[src/verilog/plc_pkg.sv]
// Constants and types for the converter configuration register bank.
// Assumes a byte-wide command port driven by the serial bus front end.
// Function
// - Config bit7 syncs correction stage burst to resonant
// - Config bit5 is master run control
// - Config bit4 enables resonant stage
// - Config bit3 selects load-based output target
// - Config bit2 enables input capacitor current compensation
// - Config bit1 enables switching frequency dithering
// - Config bit0 enables valley-synchronised turn-on
// - Ten-bit sample rate used while switching off
// - Bits 2:1 select current mirror gain
// - Bias bit7 picks hiccup or latched sense fault
// - Bias bit6 enables power-on bias sampling
// - Bias sample only when delta meets minimum
// - Seven-bit soft turn-on time after overvoltage
// - Four-bit soft turn-on switching event count
// - Six-bit blanking before acting on overvoltage
// - Separate overcurrent and current limit off blanking
// - Six-bit burst output hysteresis band
// - Errors inside dead band treated as zero
// - Wide values span two bytes, high upper
// - Bits above implemented width are read-only
package plc_pkg;

  localparam logic [7:0] OFS_SYSTEM_CFG    = 8'h56;
  localparam logic [7:0] OFS_SLEEP_RATE_LO = 8'h57;
  localparam logic [7:0] OFS_SLEEP_RATE_HI = 8'h58;
  localparam logic [7:0] OFS_PEAK_POINT    = 8'h59;
  localparam logic [7:0] OFS_OPEN_HIGH     = 8'h5A;
  localparam logic [7:0] OFS_OPEN_LOW      = 8'h5B;
  localparam logic [7:0] OFS_SOFT_TIME     = 8'h5C;
  localparam logic [7:0] OFS_SOFT_COUNT    = 8'h5D;
  localparam logic [7:0] OFS_MERGED        = 8'h5E;
  localparam logic [7:0] OFS_OFF_BLANK     = 8'h5F;
  localparam logic [7:0] OFS_OV_BLANK      = 8'h60;
  localparam logic [7:0] OFS_BURST_HYS     = 8'h61;
  localparam logic [7:0] OFS_DEAD_BAND     = 8'h62;
  localparam logic [7:0] OFS_PERIOD_POINT  = 8'h63;
  localparam logic [7:0] OFS_TOP_DETECT    = 8'h64;
  localparam logic [7:0] OFS_BOTTOM_DETECT = 8'h65;
  localparam logic [7:0] OFS_BIAS_CTRL     = 8'h66;
  localparam logic [7:0] OFS_OFFSET_TRIM   = 8'h67;
  localparam logic [7:0] OFS_MIN_DELTA     = 8'h68;
  localparam logic [7:0] OFS_IN_FIRST      = 8'h69;
  localparam logic [7:0] OFS_IN_SECOND     = 8'h6A;
  localparam logic [7:0] OFS_IN_THIRD      = 8'h6B;
  localparam logic [7:0] OFS_IN_FOURTH_LO  = 8'h6C;
  localparam logic [7:0] OFS_IN_FOURTH_HI  = 8'h6D;
  localparam logic [7:0] OFS_ADAPT_HYS     = 8'h6E;
  localparam logic [7:0] OFS_VALLEY_HYS    = 8'h6F;

  // Config bit positions
  localparam int CFG_BURST_SYNC  = 7;
  localparam int CFG_RESERVED    = 6;
  localparam int CFG_RUN         = 5;
  localparam int CFG_RESONANT    = 4;
  localparam int CFG_LOAD_TARGET = 3;
  localparam int CFG_CAP_COMP    = 2;
  localparam int CFG_DITHER      = 1;
  localparam int CFG_VALLEY      = 0;
  // Bias control and merged register positions
  localparam int BIAS_FAULT_BIT  = 7;
  localparam int BIAS_SAMPLE_BIT = 6;
  localparam int MRG_FILTER_BIT  = 0;
  localparam int MRG_GAIN_LSB    = 1;

  localparam logic [7:0] RST_SYSTEM_CFG    = 8'h34;
  localparam logic [9:0] RST_SLEEP_RATE    = 10'h320;
  localparam logic [3:0] RST_PEAK_POINT    = 4'h2;
  localparam logic [6:0] RST_OPEN_HIGH     = 7'h5C;
  localparam logic [6:0] RST_OPEN_LOW      = 7'h3D;
  localparam logic [6:0] RST_SOFT_TIME     = 7'h28;
  localparam logic [3:0] RST_SOFT_COUNT    = 4'h7;
  localparam logic [7:0] RST_MERGED        = 8'h21;
  localparam logic [7:0] RST_OFF_BLANK     = 8'h35;
  localparam logic [5:0] RST_OV_BLANK      = 6'h32;
  localparam logic [5:0] RST_BURST_HYS     = 6'h0A;
  localparam logic [4:0] RST_DEAD_BAND     = 5'h00;
  localparam logic [6:0] RST_PERIOD_POINT  = 7'h52;
  localparam logic [6:0] RST_TOP_DETECT    = 7'h14;
  localparam logic [6:0] RST_BOTTOM_DETECT = 7'h3D;
  localparam logic [7:0] RST_BIAS_CTRL     = 8'h00;
  localparam logic [4:0] RST_OFFSET_TRIM   = 5'h00;
  localparam logic [6:0] RST_MIN_DELTA     = 7'h29;
  localparam logic [6:0] RST_IN_FIRST      = 7'h14;
  localparam logic [6:0] RST_IN_SECOND     = 7'h29;
  localparam logic [6:0] RST_IN_THIRD      = 7'h3D;
  localparam logic [9:0] RST_IN_FOURTH     = 10'h133;
  localparam logic [7:0] RST_ADAPT_HYS     = 8'h05;
  localparam logic [5:0] RST_VALLEY_HYS    = 6'h14;

  // Mirror gain in tenths, indexed by the two-bit code
  localparam logic [4:0] GAIN_X10_C0 = 5'h0A;
  localparam logic [4:0] GAIN_X10_C1 = 5'h0E;
  localparam logic [4:0] GAIN_X10_C2 = 5'h10;
  localparam logic [4:0] GAIN_X10_C3 = 5'h14;

  typedef struct packed {
    logic       burst_stage_sync_enable;
    logic       run_enable;
    logic       resonant_stage_enable;
    logic       load_based_target_enable;
    logic       input_cap_current_comp_enable;
    logic       dither_enable;
    logic       valley_turnon_enable;
    logic [9:0] sleep_sample_rate;
    logic [3:0] peak_sample_point;
    logic [6:0] open_loop_high_level;
    logic [6:0] open_loop_low_level;
    logic [6:0] soft_turnon_time;
    logic [3:0] soft_turnon_event_count;
    logic [4:0] off_blank_general;
    logic [1:0] mirror_gain_code;
    logic       bus_filter_enable;
    logic [3:0] off_blank_overcurrent;
    logic [3:0] off_blank_current_limit;
    logic [5:0] overvoltage_blanking;
    logic [5:0] burst_output_hysteresis;
    logic [4:0] regulation_dead_band;
    logic [6:0] input_period_detect_point;
    logic [6:0] input_top_detect;
    logic [6:0] input_bottom_detect;
    logic       sense_pin_fault_response;
    logic       sense_bias_sample_enable;
    logic [5:0] sense_bias_trim_value;
    logic [4:0] converter_offset_trim;
    logic [6:0] bias_sample_min_delta;
    logic [6:0] bias_sample_input_first;
    logic [6:0] bias_sample_input_second;
    logic [6:0] bias_sample_input_third;
    logic [9:0] bias_sample_input_fourth;
    logic [7:0] adaptive_input_hysteresis;
    logic [5:0] valley_input_hysteresis;
  } plc_cfg_t;

  typedef struct packed {
    logic       wr_en;
    logic       rd_en;
    logic [7:0] addr;
    logic [7:0] wr_data;
  } plc_cmd_t;

endpackage

[src/verilog/plc_config_bank.sv]
// Configuration register bank of the converter controller.
// Assumes the serial front end presents one byte command per cycle.
`timescale 1ns/1ps

module plc_config_bank
  import plc_pkg::*;
(
  input  wire logic              ref_clk_i,
  input  wire logic              reset_i,
  input  wire plc_cmd_t          cmd_i,
  input  wire logic [9:0]        vout_code_i,
  input  wire logic [9:0]        vin_code_i,
  input  wire logic              ov_detect_i,
  input  wire logic              ov_tick_i,
  input  wire logic signed [9:0] reg_error_i,
  output logic      [7:0]        rd_data_o,
  output logic                   rd_valid_o,
  output plc_cfg_t               cfg_o,
  output logic      [4:0]        mirror_gain_x10_o,
  output logic                   bias_sample_allow_o,
  output logic                   ov_confirmed_o,
  output logic signed [9:0]      reg_error_o
);

  typedef struct packed {
    plc_cfg_t          cfg;
    logic [7:0]        rd_data;
    logic              rd_valid;
    logic [4:0]        gain_x10;
    logic              sample_allow;
    logic [5:0]        ov_cnt;
    logic              ov_confirmed;
    logic signed [9:0] error_out;
  } plc_state_t;

  plc_state_t state_r;
  plc_state_t state_nxt;

  logic signed [10:0] delta_s;
  logic signed [10:0] err_abs;

  always_comb begin
    state_nxt = state_r;
    delta_s = $signed({1'b0, vout_code_i}) - $signed({1'b0, vin_code_i});
    err_abs = reg_error_i[9] ? -$signed({reg_error_i[9], reg_error_i})
                             : $signed({reg_error_i[9], reg_error_i});
    state_nxt.rd_valid = cmd_i.rd_en;

    // Write path; upper unimplemented bits are dropped here
    if (cmd_i.wr_en) begin
      case (cmd_i.addr)
        OFS_SYSTEM_CFG: begin
          state_nxt.cfg.burst_stage_sync_enable = cmd_i.wr_data[CFG_BURST_SYNC];
          state_nxt.cfg.run_enable = cmd_i.wr_data[CFG_RUN];
          state_nxt.cfg.resonant_stage_enable = cmd_i.wr_data[CFG_RESONANT];
          state_nxt.cfg.load_based_target_enable = cmd_i.wr_data[CFG_LOAD_TARGET];
          state_nxt.cfg.input_cap_current_comp_enable = cmd_i.wr_data[CFG_CAP_COMP];
          state_nxt.cfg.dither_enable = cmd_i.wr_data[CFG_DITHER];
          state_nxt.cfg.valley_turnon_enable = cmd_i.wr_data[CFG_VALLEY];
        end
        OFS_SLEEP_RATE_LO: state_nxt.cfg.sleep_sample_rate[7:0] = cmd_i.wr_data;
        OFS_SLEEP_RATE_HI: state_nxt.cfg.sleep_sample_rate[9:8] = cmd_i.wr_data[1:0];
        OFS_PEAK_POINT:    state_nxt.cfg.peak_sample_point = cmd_i.wr_data[3:0];
        OFS_OPEN_HIGH:     state_nxt.cfg.open_loop_high_level = cmd_i.wr_data[6:0];
        OFS_OPEN_LOW:      state_nxt.cfg.open_loop_low_level = cmd_i.wr_data[6:0];
        OFS_SOFT_TIME:     state_nxt.cfg.soft_turnon_time = cmd_i.wr_data[6:0];
        OFS_SOFT_COUNT:    state_nxt.cfg.soft_turnon_event_count = cmd_i.wr_data[3:0];
        OFS_MERGED: begin
          state_nxt.cfg.off_blank_general = cmd_i.wr_data[7:3];
          state_nxt.cfg.mirror_gain_code = cmd_i.wr_data[MRG_GAIN_LSB +: 2];
          state_nxt.cfg.bus_filter_enable = cmd_i.wr_data[MRG_FILTER_BIT];
        end
        OFS_OFF_BLANK: begin
          state_nxt.cfg.off_blank_overcurrent = cmd_i.wr_data[7:4];
          state_nxt.cfg.off_blank_current_limit = cmd_i.wr_data[3:0];
        end
        OFS_OV_BLANK:      state_nxt.cfg.overvoltage_blanking = cmd_i.wr_data[5:0];
        OFS_BURST_HYS:     state_nxt.cfg.burst_output_hysteresis = cmd_i.wr_data[5:0];
        OFS_DEAD_BAND:     state_nxt.cfg.regulation_dead_band = cmd_i.wr_data[4:0];
        OFS_PERIOD_POINT:  state_nxt.cfg.input_period_detect_point = cmd_i.wr_data[6:0];
        OFS_TOP_DETECT:    state_nxt.cfg.input_top_detect = cmd_i.wr_data[6:0];
        OFS_BOTTOM_DETECT: state_nxt.cfg.input_bottom_detect = cmd_i.wr_data[6:0];
        OFS_BIAS_CTRL: begin
          state_nxt.cfg.sense_pin_fault_response = cmd_i.wr_data[BIAS_FAULT_BIT];
          state_nxt.cfg.sense_bias_sample_enable = cmd_i.wr_data[BIAS_SAMPLE_BIT];
          state_nxt.cfg.sense_bias_trim_value = cmd_i.wr_data[5:0];
        end
        OFS_OFFSET_TRIM:   state_nxt.cfg.converter_offset_trim = cmd_i.wr_data[4:0];
        OFS_MIN_DELTA:     state_nxt.cfg.bias_sample_min_delta = cmd_i.wr_data[6:0];
        OFS_IN_FIRST:      state_nxt.cfg.bias_sample_input_first = cmd_i.wr_data[6:0];
        OFS_IN_SECOND:     state_nxt.cfg.bias_sample_input_second = cmd_i.wr_data[6:0];
        OFS_IN_THIRD:      state_nxt.cfg.bias_sample_input_third = cmd_i.wr_data[6:0];
        OFS_IN_FOURTH_LO:  state_nxt.cfg.bias_sample_input_fourth[7:0] = cmd_i.wr_data;
        OFS_IN_FOURTH_HI:  state_nxt.cfg.bias_sample_input_fourth[9:8] = cmd_i.wr_data[1:0];
        OFS_ADAPT_HYS:     state_nxt.cfg.adaptive_input_hysteresis = cmd_i.wr_data;
        OFS_VALLEY_HYS:    state_nxt.cfg.valley_input_hysteresis = cmd_i.wr_data[5:0];
        default: begin
          // Unmapped writes leave every register as it was
        end
      endcase
    end

    // Read path reflects the registers before this cycle's write
    if (cmd_i.rd_en) begin
      case (cmd_i.addr)
        OFS_SYSTEM_CFG: state_nxt.rd_data = {state_r.cfg.burst_stage_sync_enable,
                                             1'b0,
                                             state_r.cfg.run_enable,
                                             state_r.cfg.resonant_stage_enable,
                                             state_r.cfg.load_based_target_enable,
                                             state_r.cfg.input_cap_current_comp_enable,
                                             state_r.cfg.dither_enable,
                                             state_r.cfg.valley_turnon_enable};
        OFS_SLEEP_RATE_LO: state_nxt.rd_data = state_r.cfg.sleep_sample_rate[7:0];
        OFS_SLEEP_RATE_HI: state_nxt.rd_data = {6'h00, state_r.cfg.sleep_sample_rate[9:8]};
        OFS_PEAK_POINT:    state_nxt.rd_data = {4'h0, state_r.cfg.peak_sample_point};
        OFS_OPEN_HIGH:     state_nxt.rd_data = {1'b0, state_r.cfg.open_loop_high_level};
        OFS_OPEN_LOW:      state_nxt.rd_data = {1'b0, state_r.cfg.open_loop_low_level};
        OFS_SOFT_TIME:     state_nxt.rd_data = {1'b0, state_r.cfg.soft_turnon_time};
        OFS_SOFT_COUNT:    state_nxt.rd_data = {4'h0, state_r.cfg.soft_turnon_event_count};
        OFS_MERGED:        state_nxt.rd_data = {state_r.cfg.off_blank_general,
                                                state_r.cfg.mirror_gain_code,
                                                state_r.cfg.bus_filter_enable};
        OFS_OFF_BLANK:     state_nxt.rd_data = {state_r.cfg.off_blank_overcurrent,
                                                state_r.cfg.off_blank_current_limit};
        OFS_OV_BLANK:      state_nxt.rd_data = {2'h0, state_r.cfg.overvoltage_blanking};
        OFS_BURST_HYS:     state_nxt.rd_data = {2'h0, state_r.cfg.burst_output_hysteresis};
        OFS_DEAD_BAND:     state_nxt.rd_data = {3'h0, state_r.cfg.regulation_dead_band};
        OFS_PERIOD_POINT:  state_nxt.rd_data = {1'b0, state_r.cfg.input_period_detect_point};
        OFS_TOP_DETECT:    state_nxt.rd_data = {1'b0, state_r.cfg.input_top_detect};
        OFS_BOTTOM_DETECT: state_nxt.rd_data = {1'b0, state_r.cfg.input_bottom_detect};
        OFS_BIAS_CTRL:     state_nxt.rd_data = {state_r.cfg.sense_pin_fault_response,
                                                state_r.cfg.sense_bias_sample_enable,
                                                state_r.cfg.sense_bias_trim_value};
        OFS_OFFSET_TRIM:   state_nxt.rd_data = {3'h0, state_r.cfg.converter_offset_trim};
        OFS_MIN_DELTA:     state_nxt.rd_data = {1'b0, state_r.cfg.bias_sample_min_delta};
        OFS_IN_FIRST:      state_nxt.rd_data = {1'b0, state_r.cfg.bias_sample_input_first};
        OFS_IN_SECOND:     state_nxt.rd_data = {1'b0, state_r.cfg.bias_sample_input_second};
        OFS_IN_THIRD:      state_nxt.rd_data = {1'b0, state_r.cfg.bias_sample_input_third};
        OFS_IN_FOURTH_LO:  state_nxt.rd_data = state_r.cfg.bias_sample_input_fourth[7:0];
        OFS_IN_FOURTH_HI:  state_nxt.rd_data = {6'h00, state_r.cfg.bias_sample_input_fourth[9:8]};
        OFS_ADAPT_HYS:     state_nxt.rd_data = state_r.cfg.adaptive_input_hysteresis;
        OFS_VALLEY_HYS:    state_nxt.rd_data = {2'h0, state_r.cfg.valley_input_hysteresis};
        default:           state_nxt.rd_data = 8'h00;
      endcase
    end

    // Mirror gain in tenths for the analog trim
    case (state_r.cfg.mirror_gain_code)
      2'b00:   state_nxt.gain_x10 = GAIN_X10_C0;
      2'b01:   state_nxt.gain_x10 = GAIN_X10_C1;
      2'b10:   state_nxt.gain_x10 = GAIN_X10_C2;
      default: state_nxt.gain_x10 = GAIN_X10_C3;
    endcase

    // Negative headroom never qualifies a bias sample
    state_nxt.sample_allow = state_r.cfg.sense_bias_sample_enable
                           && !delta_s[10]
                           && (delta_s >= $signed({4'h0, state_r.cfg.bias_sample_min_delta}));

    // Overvoltage qualified only after the blanking ticks elapse
    if (!ov_detect_i) begin
      state_nxt.ov_cnt = 6'h00;
      state_nxt.ov_confirmed = 1'b0;
    end else if (state_r.ov_cnt >= state_r.cfg.overvoltage_blanking) begin
      state_nxt.ov_confirmed = 1'b1;
    end else if (ov_tick_i) begin
      state_nxt.ov_cnt = state_r.ov_cnt + 6'h01;
    end

    // Dead band squashes small errors to zero
    if (err_abs <= $signed({6'h00, state_r.cfg.regulation_dead_band})) begin
      state_nxt.error_out = 10'sh000;
    end else begin
      state_nxt.error_out = reg_error_i;
    end
  end

  always_ff @(posedge ref_clk_i) begin
    if (reset_i) begin
      state_r <= '0;
      state_r.cfg.burst_stage_sync_enable <= RST_SYSTEM_CFG[CFG_BURST_SYNC];
      state_r.cfg.run_enable <= RST_SYSTEM_CFG[CFG_RUN];
      state_r.cfg.resonant_stage_enable <= RST_SYSTEM_CFG[CFG_RESONANT];
      state_r.cfg.load_based_target_enable <= RST_SYSTEM_CFG[CFG_LOAD_TARGET];
      state_r.cfg.input_cap_current_comp_enable <= RST_SYSTEM_CFG[CFG_CAP_COMP];
      state_r.cfg.dither_enable <= RST_SYSTEM_CFG[CFG_DITHER];
      state_r.cfg.valley_turnon_enable <= RST_SYSTEM_CFG[CFG_VALLEY];
      state_r.cfg.sleep_sample_rate <= RST_SLEEP_RATE;
      state_r.cfg.peak_sample_point <= RST_PEAK_POINT;
      state_r.cfg.open_loop_high_level <= RST_OPEN_HIGH;
      state_r.cfg.open_loop_low_level <= RST_OPEN_LOW;
      state_r.cfg.soft_turnon_time <= RST_SOFT_TIME;
      state_r.cfg.soft_turnon_event_count <= RST_SOFT_COUNT;
      state_r.cfg.off_blank_general <= RST_MERGED[7:3];
      state_r.cfg.mirror_gain_code <= RST_MERGED[MRG_GAIN_LSB +: 2];
      state_r.cfg.bus_filter_enable <= RST_MERGED[MRG_FILTER_BIT];
      state_r.cfg.off_blank_overcurrent <= RST_OFF_BLANK[7:4];
      state_r.cfg.off_blank_current_limit <= RST_OFF_BLANK[3:0];
      state_r.cfg.overvoltage_blanking <= RST_OV_BLANK;
      state_r.cfg.burst_output_hysteresis <= RST_BURST_HYS;
      state_r.cfg.regulation_dead_band <= RST_DEAD_BAND;
      state_r.cfg.input_period_detect_point <= RST_PERIOD_POINT;
      state_r.cfg.input_top_detect <= RST_TOP_DETECT;
      state_r.cfg.input_bottom_detect <= RST_BOTTOM_DETECT;
      state_r.cfg.sense_pin_fault_response <= RST_BIAS_CTRL[BIAS_FAULT_BIT];
      state_r.cfg.sense_bias_sample_enable <= RST_BIAS_CTRL[BIAS_SAMPLE_BIT];
      state_r.cfg.sense_bias_trim_value <= RST_BIAS_CTRL[5:0];
      state_r.cfg.converter_offset_trim <= RST_OFFSET_TRIM;
      state_r.cfg.bias_sample_min_delta <= RST_MIN_DELTA;
      state_r.cfg.bias_sample_input_first <= RST_IN_FIRST;
      state_r.cfg.bias_sample_input_second <= RST_IN_SECOND;
      state_r.cfg.bias_sample_input_third <= RST_IN_THIRD;
      state_r.cfg.bias_sample_input_fourth <= RST_IN_FOURTH;
      state_r.cfg.adaptive_input_hysteresis <= RST_ADAPT_HYS;
      state_r.cfg.valley_input_hysteresis <= RST_VALLEY_HYS;
      state_r.gain_x10 <= GAIN_X10_C0;
    end else begin
      state_r <= state_nxt;
    end
  end

  assign rd_data_o           = state_r.rd_data;
  assign rd_valid_o          = state_r.rd_valid;
  assign cfg_o               = state_r.cfg;
  assign mirror_gain_x10_o   = state_r.gain_x10;
  assign bias_sample_allow_o = state_r.sample_allow;
  assign ov_confirmed_o      = state_r.ov_confirmed;
  assign reg_error_o         = state_r.error_out;

endmodule

[config.mk]
export PLATFORM = sky130hd
export DESIGN_NAME = plc_config_bank
export DESIGN_NICKNAME = d
export VERILOG_FILES = /design/src/verilog/plc_pkg.sv /design/src/verilog/plc_config_bank.sv
export SDC_FILE = /design/constraint.sdc
export NUM_CORES = 1
export LEC_CHECK = 0
export BUFFER_PORTS_ARGS = -buffer_cell sky130_fd_sc_hd__buf_4
export CAP_MARGIN = 20
export CORE_UTILIZATION = 57
export CTS_BUF_LIST = sky130_fd_sc_hd__clkbuf_8
export DETAILED_ROUTE_END_ITERATION = 12
export PLACE_DENSITY = 0.83
export SLEW_MARGIN = 20
export SYNTH_ARGS = -nofsm -noshare
export SYNTH_HDL_FRONTEND = slang
export SYNTH_SLANG_ARGS = --single-unit
[constraint.sdc]
create_clock -name ref_clk_i -period 4.1 [get_ports ref_clk_i]
set_clock_uncertainty 0.15 [all_clocks]
set_input_delay 0.41 -clock ref_clk_i [delete_from_list [all_inputs] [get_ports ref_clk_i]]
set_output_delay 0.41 -clock ref_clk_i [all_outputs]
set_load 0.01 [all_outputs]
# Word level (Yosys, flattened, before mapping)
# Cells that the tools add are included.
[word_totals]
register_bits = 197
inputBits = 52
out_inout_bits = 191
wordCells = 116
[classes]
addsub = 3
magnitude_cmp = 3
eq_ne = 28
n_mux = 3
n_bitwise = 2
reduce_logical = 33
[ops]
columns = ["cell", "count"]
rows = [
  ["$eq 8x7->1 const B", 26],
  ["$pmux 8 s26", 1],
  ["$reduce_and 2->1", 27],
  ["$pmux 5 s3", 1],
  ["$ge 11x8->1", 1],
  ["$le 11x6->1", 1],
  ["$mux 11", 1],
  ["$neg 10->11", 1],
  ["$sub 10x10->11", 1],
  ["$add 6x1->6 const B", 1],
  ["$ge 6x6->1", 1],
  ["$reduce_or 2->1", 2],
  ["$eq 2x1->1 const B", 1],
  ["$eq 2x2->1 const B", 1],
  ["$logic_and 1x1->1", 2],
  ["$logic_not 2->1", 1],
  ["$not 1->1", 2],
  ["$logic_not 1->1", 1],
]

# Logic depth before layout (Yosys ltp)
[depth]
ltp_word = 4
mapped_depth = 16
depth_no_buf = 16

# Worst setup path after synthesis
# No wires, ideal clock.
[synth_path]
path_kind = "input to register"
start = "input vout_code_i[0]"
end = "register state_r (netlist bit bias_sample_allow_o)"
setup_time_ps = 125
arrival_time_ps = 2723
required_time_ps = 3825
path_slack_ps = 1102
cell_stages = 16
path_buffers = 0
cell_sequence = "inv_1 > ha_1 > inv_1 > fa_1 > a21o_1 > a21oi_1 > nor2b_1 > o21a_1 > nor2_1 > xnor2_1 > ha_1 > a221oi_1 > nand2_1 > nor2_1 > o311a_1 > a31oi_1"
[synth_via]
elab_chain_len = 4
elab_cells_between_ends = 5
cone_classes = "1 x add/sub; 1 x order compare; 3 x reduce/logical"
[synth_lines]
columns = ["element", "line_no", "source"]
rows = [
  ["start, declared", "plc_config_bank.sv:11", "input wire logic [9:0] vout_code_i,"],
  ["$sub 10x10->11 (*)", "plc_config_bank.sv:44", "delta_s = $signed({1'b0, vout_code_i}) - $signed({1'b0, vin_code_i});"],
  ["branches (longest 2 deep; another with $ge 11x8->1)", "-", ""],
  ["$logic_and 1x1->1 (*)", "plc_config_bank.sv:159", "&& (delta_s >= $signed({4'h0, state_r.cfg.bias_sample_min_delta}));"],
  ["end, declared", "plc_config_bank.sv:36", "plc_state_t state_r;"],
]
# Every way passes the cells marked *.
# A chain may end at the register's enable or synchronous reset.

# Worst setup path in the final report
# Same ends and word-level chain as after synthesis.

==> results.txt <==
The floorplan step set the die width to 142 um. The share of synthesized registers carrying an async set or reset is 0. The type of element launching the critical path was a primary input. The DRC violation count after routing came out at 0. By count the netlist is led by sky130_fd_sc_hd__nand2_1 (229), sky130_fd_sc_hd__buf_4 (198), sky130_fd_sc_hd__dfxtp_1 (195).

Entering global routing, the biggest net connects 80 pins. The worst slew margin relative to its limit was 0.247; the cell count after synthesis was 1366. The non-filler instance count after layout is 1641.

For the number of hold-slack violations in the final timing report, the log shows 0. No sink is reached through more buffers than the 2 on the longest clock path. The tree is rooted in a sky130_fd_sc_hd__clkbuf_8.

The H-tree depth came out at 4. The worst hold path class is primary input to flop. The tools report the via count of the first global-routing pass as 8914. The run gives 11100 um2 as the summed instance area of the synthesized netlist. The detailed router finished its first iteration with 1326 violations. The run finished with clean final reports. In this run the worst path has a maximum fanout of 3.

For the worst flop-to-flop path, the logic depth is 8. The number of placed instances, taps included, is 1611. Power spread over the standard cell area amounts to 295 nW/um2. The worst path required time is 4.30 ns.

The number of enable-type register cells in the synthesized netlist came out at 0. Post-synthesis cell type with the largest combined area: sky130_fd_sc_hd__dfxtp_1. The share of synthesized area spent on multiplexers is 0.0607.

In this run the core area contains 50 standard-cell rows. The xor/xnor share of the synthesized area is 0.00946. After routing the design area is 11900 um2. The remaining antenna violation count after routing was 0; the number of port buffers was 241. The adder and majority cell fraction of the synthesized area was 0.0356.

For this run, the post-layout net count is 1453. The post-synthesis sequential element count works out to 195. In the final routed layout, each cell accounts on average for 21.2 um.

The detailed-routing iteration count for the pre-antenna-repair pass is 6. The number of vias per cell was 6.06. STA classifies the critical path endpoint as a flop. The number of cells traversed by the worst hold path came out at 3. The tools report the full die area as 20100 um2. The number of gates resized after CTS was 0. The post-place instance area is 11500 um2. The dominant combinational cell family by area after synthesis was simple AND/OR/NAND/NOR gates.

The worst vdd rail ir drop was 0.235 mV. The floorplan core area is 18900 um2. The final max-slew violation count was 0; the clock buffer count from CTS was 17.

After synthesis, the cell types taking the most area are sky130_fd_sc_hd__dfxtp_1 (35%), sky130_fd_sc_hd__buf_4 (13%), sky130_fd_sc_hd__nand2_1 (7.7%). The final-layout worst hold slack was 0.0369 ns. The first global-routing pass estimated 51600 um of wire.

The logs give 0 ns for the final-layout setup total negative slack and 0.48 ns for the later-pin clock latency in the skew report. The congestion estimate from routability-driven global placement came to 0.969. The number of antenna violations at the first check in global routing was 0. The logs give 0.351 for the proportion of synthesized chip area in sequential cells and 0 for the total global routing overflow. The tools report the total number of yosys warnings as 0.

The number of sinks driven by the clock tree was 195. After clock tree synthesis, the setup repair step added 0 buffers. Part of the cycle the worst path needs: 0.713. Setup repair after global routing left no endpoint under its margin. The critical path in this run is classified as primary input to flop. The number of max-capacitance violations reported was 0; the die outline height was 142 um.

In the synthesized netlist the dominant register cell turns out to be sky130_fd_sc_hd__dfxtp_1. The fraction of synthesized cell area taken by the top area cell type was 0.351. Number of diodes added for antenna fixing: 0.

Overall routing resource usage: 0.339. The leakage dissipation is 5.04 nW, and the total via count in the routed design is 9951. The logs give 243 for the boundary pin count and 68 for the number of distinct library cells after synthesis. TritonCTS built the clock tree. The estimated wirelength of the detail-placed design came out at 24600 um. Based on the critical path, the design can be clocked at up to 0.342 GHz. Fraction of layout instances using a drive strength above 1: 0.220. The post-synthesis share of cell area spent on and, or, nand and nor gates was 0.214. The total detailed-routing wirelength is 34800 um. Clock-pin slew was measured on the worst setup and hold paths at 0.09 ns. The number of failing setup endpoints in the final timing report was 0; the minimum clock period was 2.92 ns.

For this design, the CTS-stage hold fixing added 0 buffers. Most frequent cell after synthesis: sky130_fd_sc_hd__nand2_1. The critical path arrival was 3.13 ns.

The synthesized-area fraction occupied by ao, oa, aoi and oai cells is 0.155. The worst-margin pin slew is 1.13 ns. The number of nets in the synthesized netlist is 1449. The area growth from synthesis to layout is 7.15%, and the effective utilization at floorplan is 0.588. The synthesized area per cell is 8.13 um2.
[stage by stage]
stage / util / power, W / setup slack (ns)
final: 0.630 / 0.00351 / 1.18
after global routing: 0.630 / 0.00360 / 1.06
after CTS: 0.630 / 0.00348 / 1.24
after detailed placement: 0.611 / 0.00233 / 0.746
after global placement: 0.611 / 0.00232 / 0.862
after floorplan: - / 0.00221 / 1.10
[path summary, 6_finish.rpt]
path | startpoint | end | slack [ns]
max reg2reg | cfg_o[87] | reg_error_o[0] | 1.58
min | reg_error_i[6] | reg_error_o[6] | 0.04
min reg2reg | cfg_o[164] | cfg_o[164] | 0.33
max | vout_code_i[0] | bias_sample_allow_o | 1.18
[state kept, by name, indices dropped and copies added (netlist names)]
signal               flops
rd_valid_o               1
rd_data_o                8
state_r                  6
cfg_o                  165
bias_sample_allow_o      1
reg_error_o             10
mirror_gain_x10_o        3
ov_confirmed_o           1
[area by class of cell]
| cell class | count | area (um2) |
|---|---|---|
| flip-flops and latches | 195 | 3900 |
| well taps | 260 | 325 |
| repair buffers | 251 | 1880 |
| inverters | 40 | 150 |
| fillers | 1698 | 6990 |
| clock inverters | 10 | 87.6 |
| multi-input cells | 865 | 5280 |
| clock buffers | 20 | 275 |
[per-layer routing]
layer	global-route usage	share of wire
met5	0	0
met4	0.138	0.038
met3	0.0813	0.12
met2	0.515	0.44
met1	0.461	0.40
[critical path: stages]
cell and delay [ns]:
sky130_fd_sc_hd__buf_4 0.11, sky130_fd_sc_hd__inv_1 0.05, sky130_fd_sc_hd__ha_1 0.17, sky130_fd_sc_hd__inv_1 0.06, sky130_fd_sc_hd__fa_1 0.40, sky130_fd_sc_hd__a21o_1 0.17
sky130_fd_sc_hd__a21oi_1 0.20, sky130_fd_sc_hd__nor2b_1 0.11, sky130_fd_sc_hd__o21a_1 0.17, sky130_fd_sc_hd__nor2_1 0.11, sky130_fd_sc_hd__xnor2_1 0.13, sky130_fd_sc_hd__ha_1 0.29
sky130_fd_sc_hd__a221oi_1 0.31, sky130_fd_sc_hd__nand2_1 0.09, sky130_fd_sc_hd__nor2_1 0.11, sky130_fd_sc_hd__o311a_1 0.16, sky130_fd_sc_hd__a31oi_1 0.07
[logic make-up after synthesis]
kind of cell / count (synthesis)
multiplexers: 65
XOR/XNOR: 12
buffers and inverters: 306
AO/OA/AOI/OAI: 254
AND/OR/NAND/NOR: 502
other: 1
flip-flops: 195
adder cells (fa/ha/maj): 31
[layout by cell type (no fill, tap or decap), drive strengths merged, types with 30 or more instances in the layout]
cell type / count
a21oi: 95
buf: 251
dfxtp: 195
ha: 30
inv: 44
mux2i: 55
nand2: 229
nand3: 49
nand3b: 40
nor2: 95
[report_power, final]
part           total, W  internal [W]  switching (W)
logic          0.000391      0.000148       0.000243
registers       0.00191       0.00190     0.00000703
clock network   0.00121      0.000519       0.000687
Power figures use the tool's default switching activity.
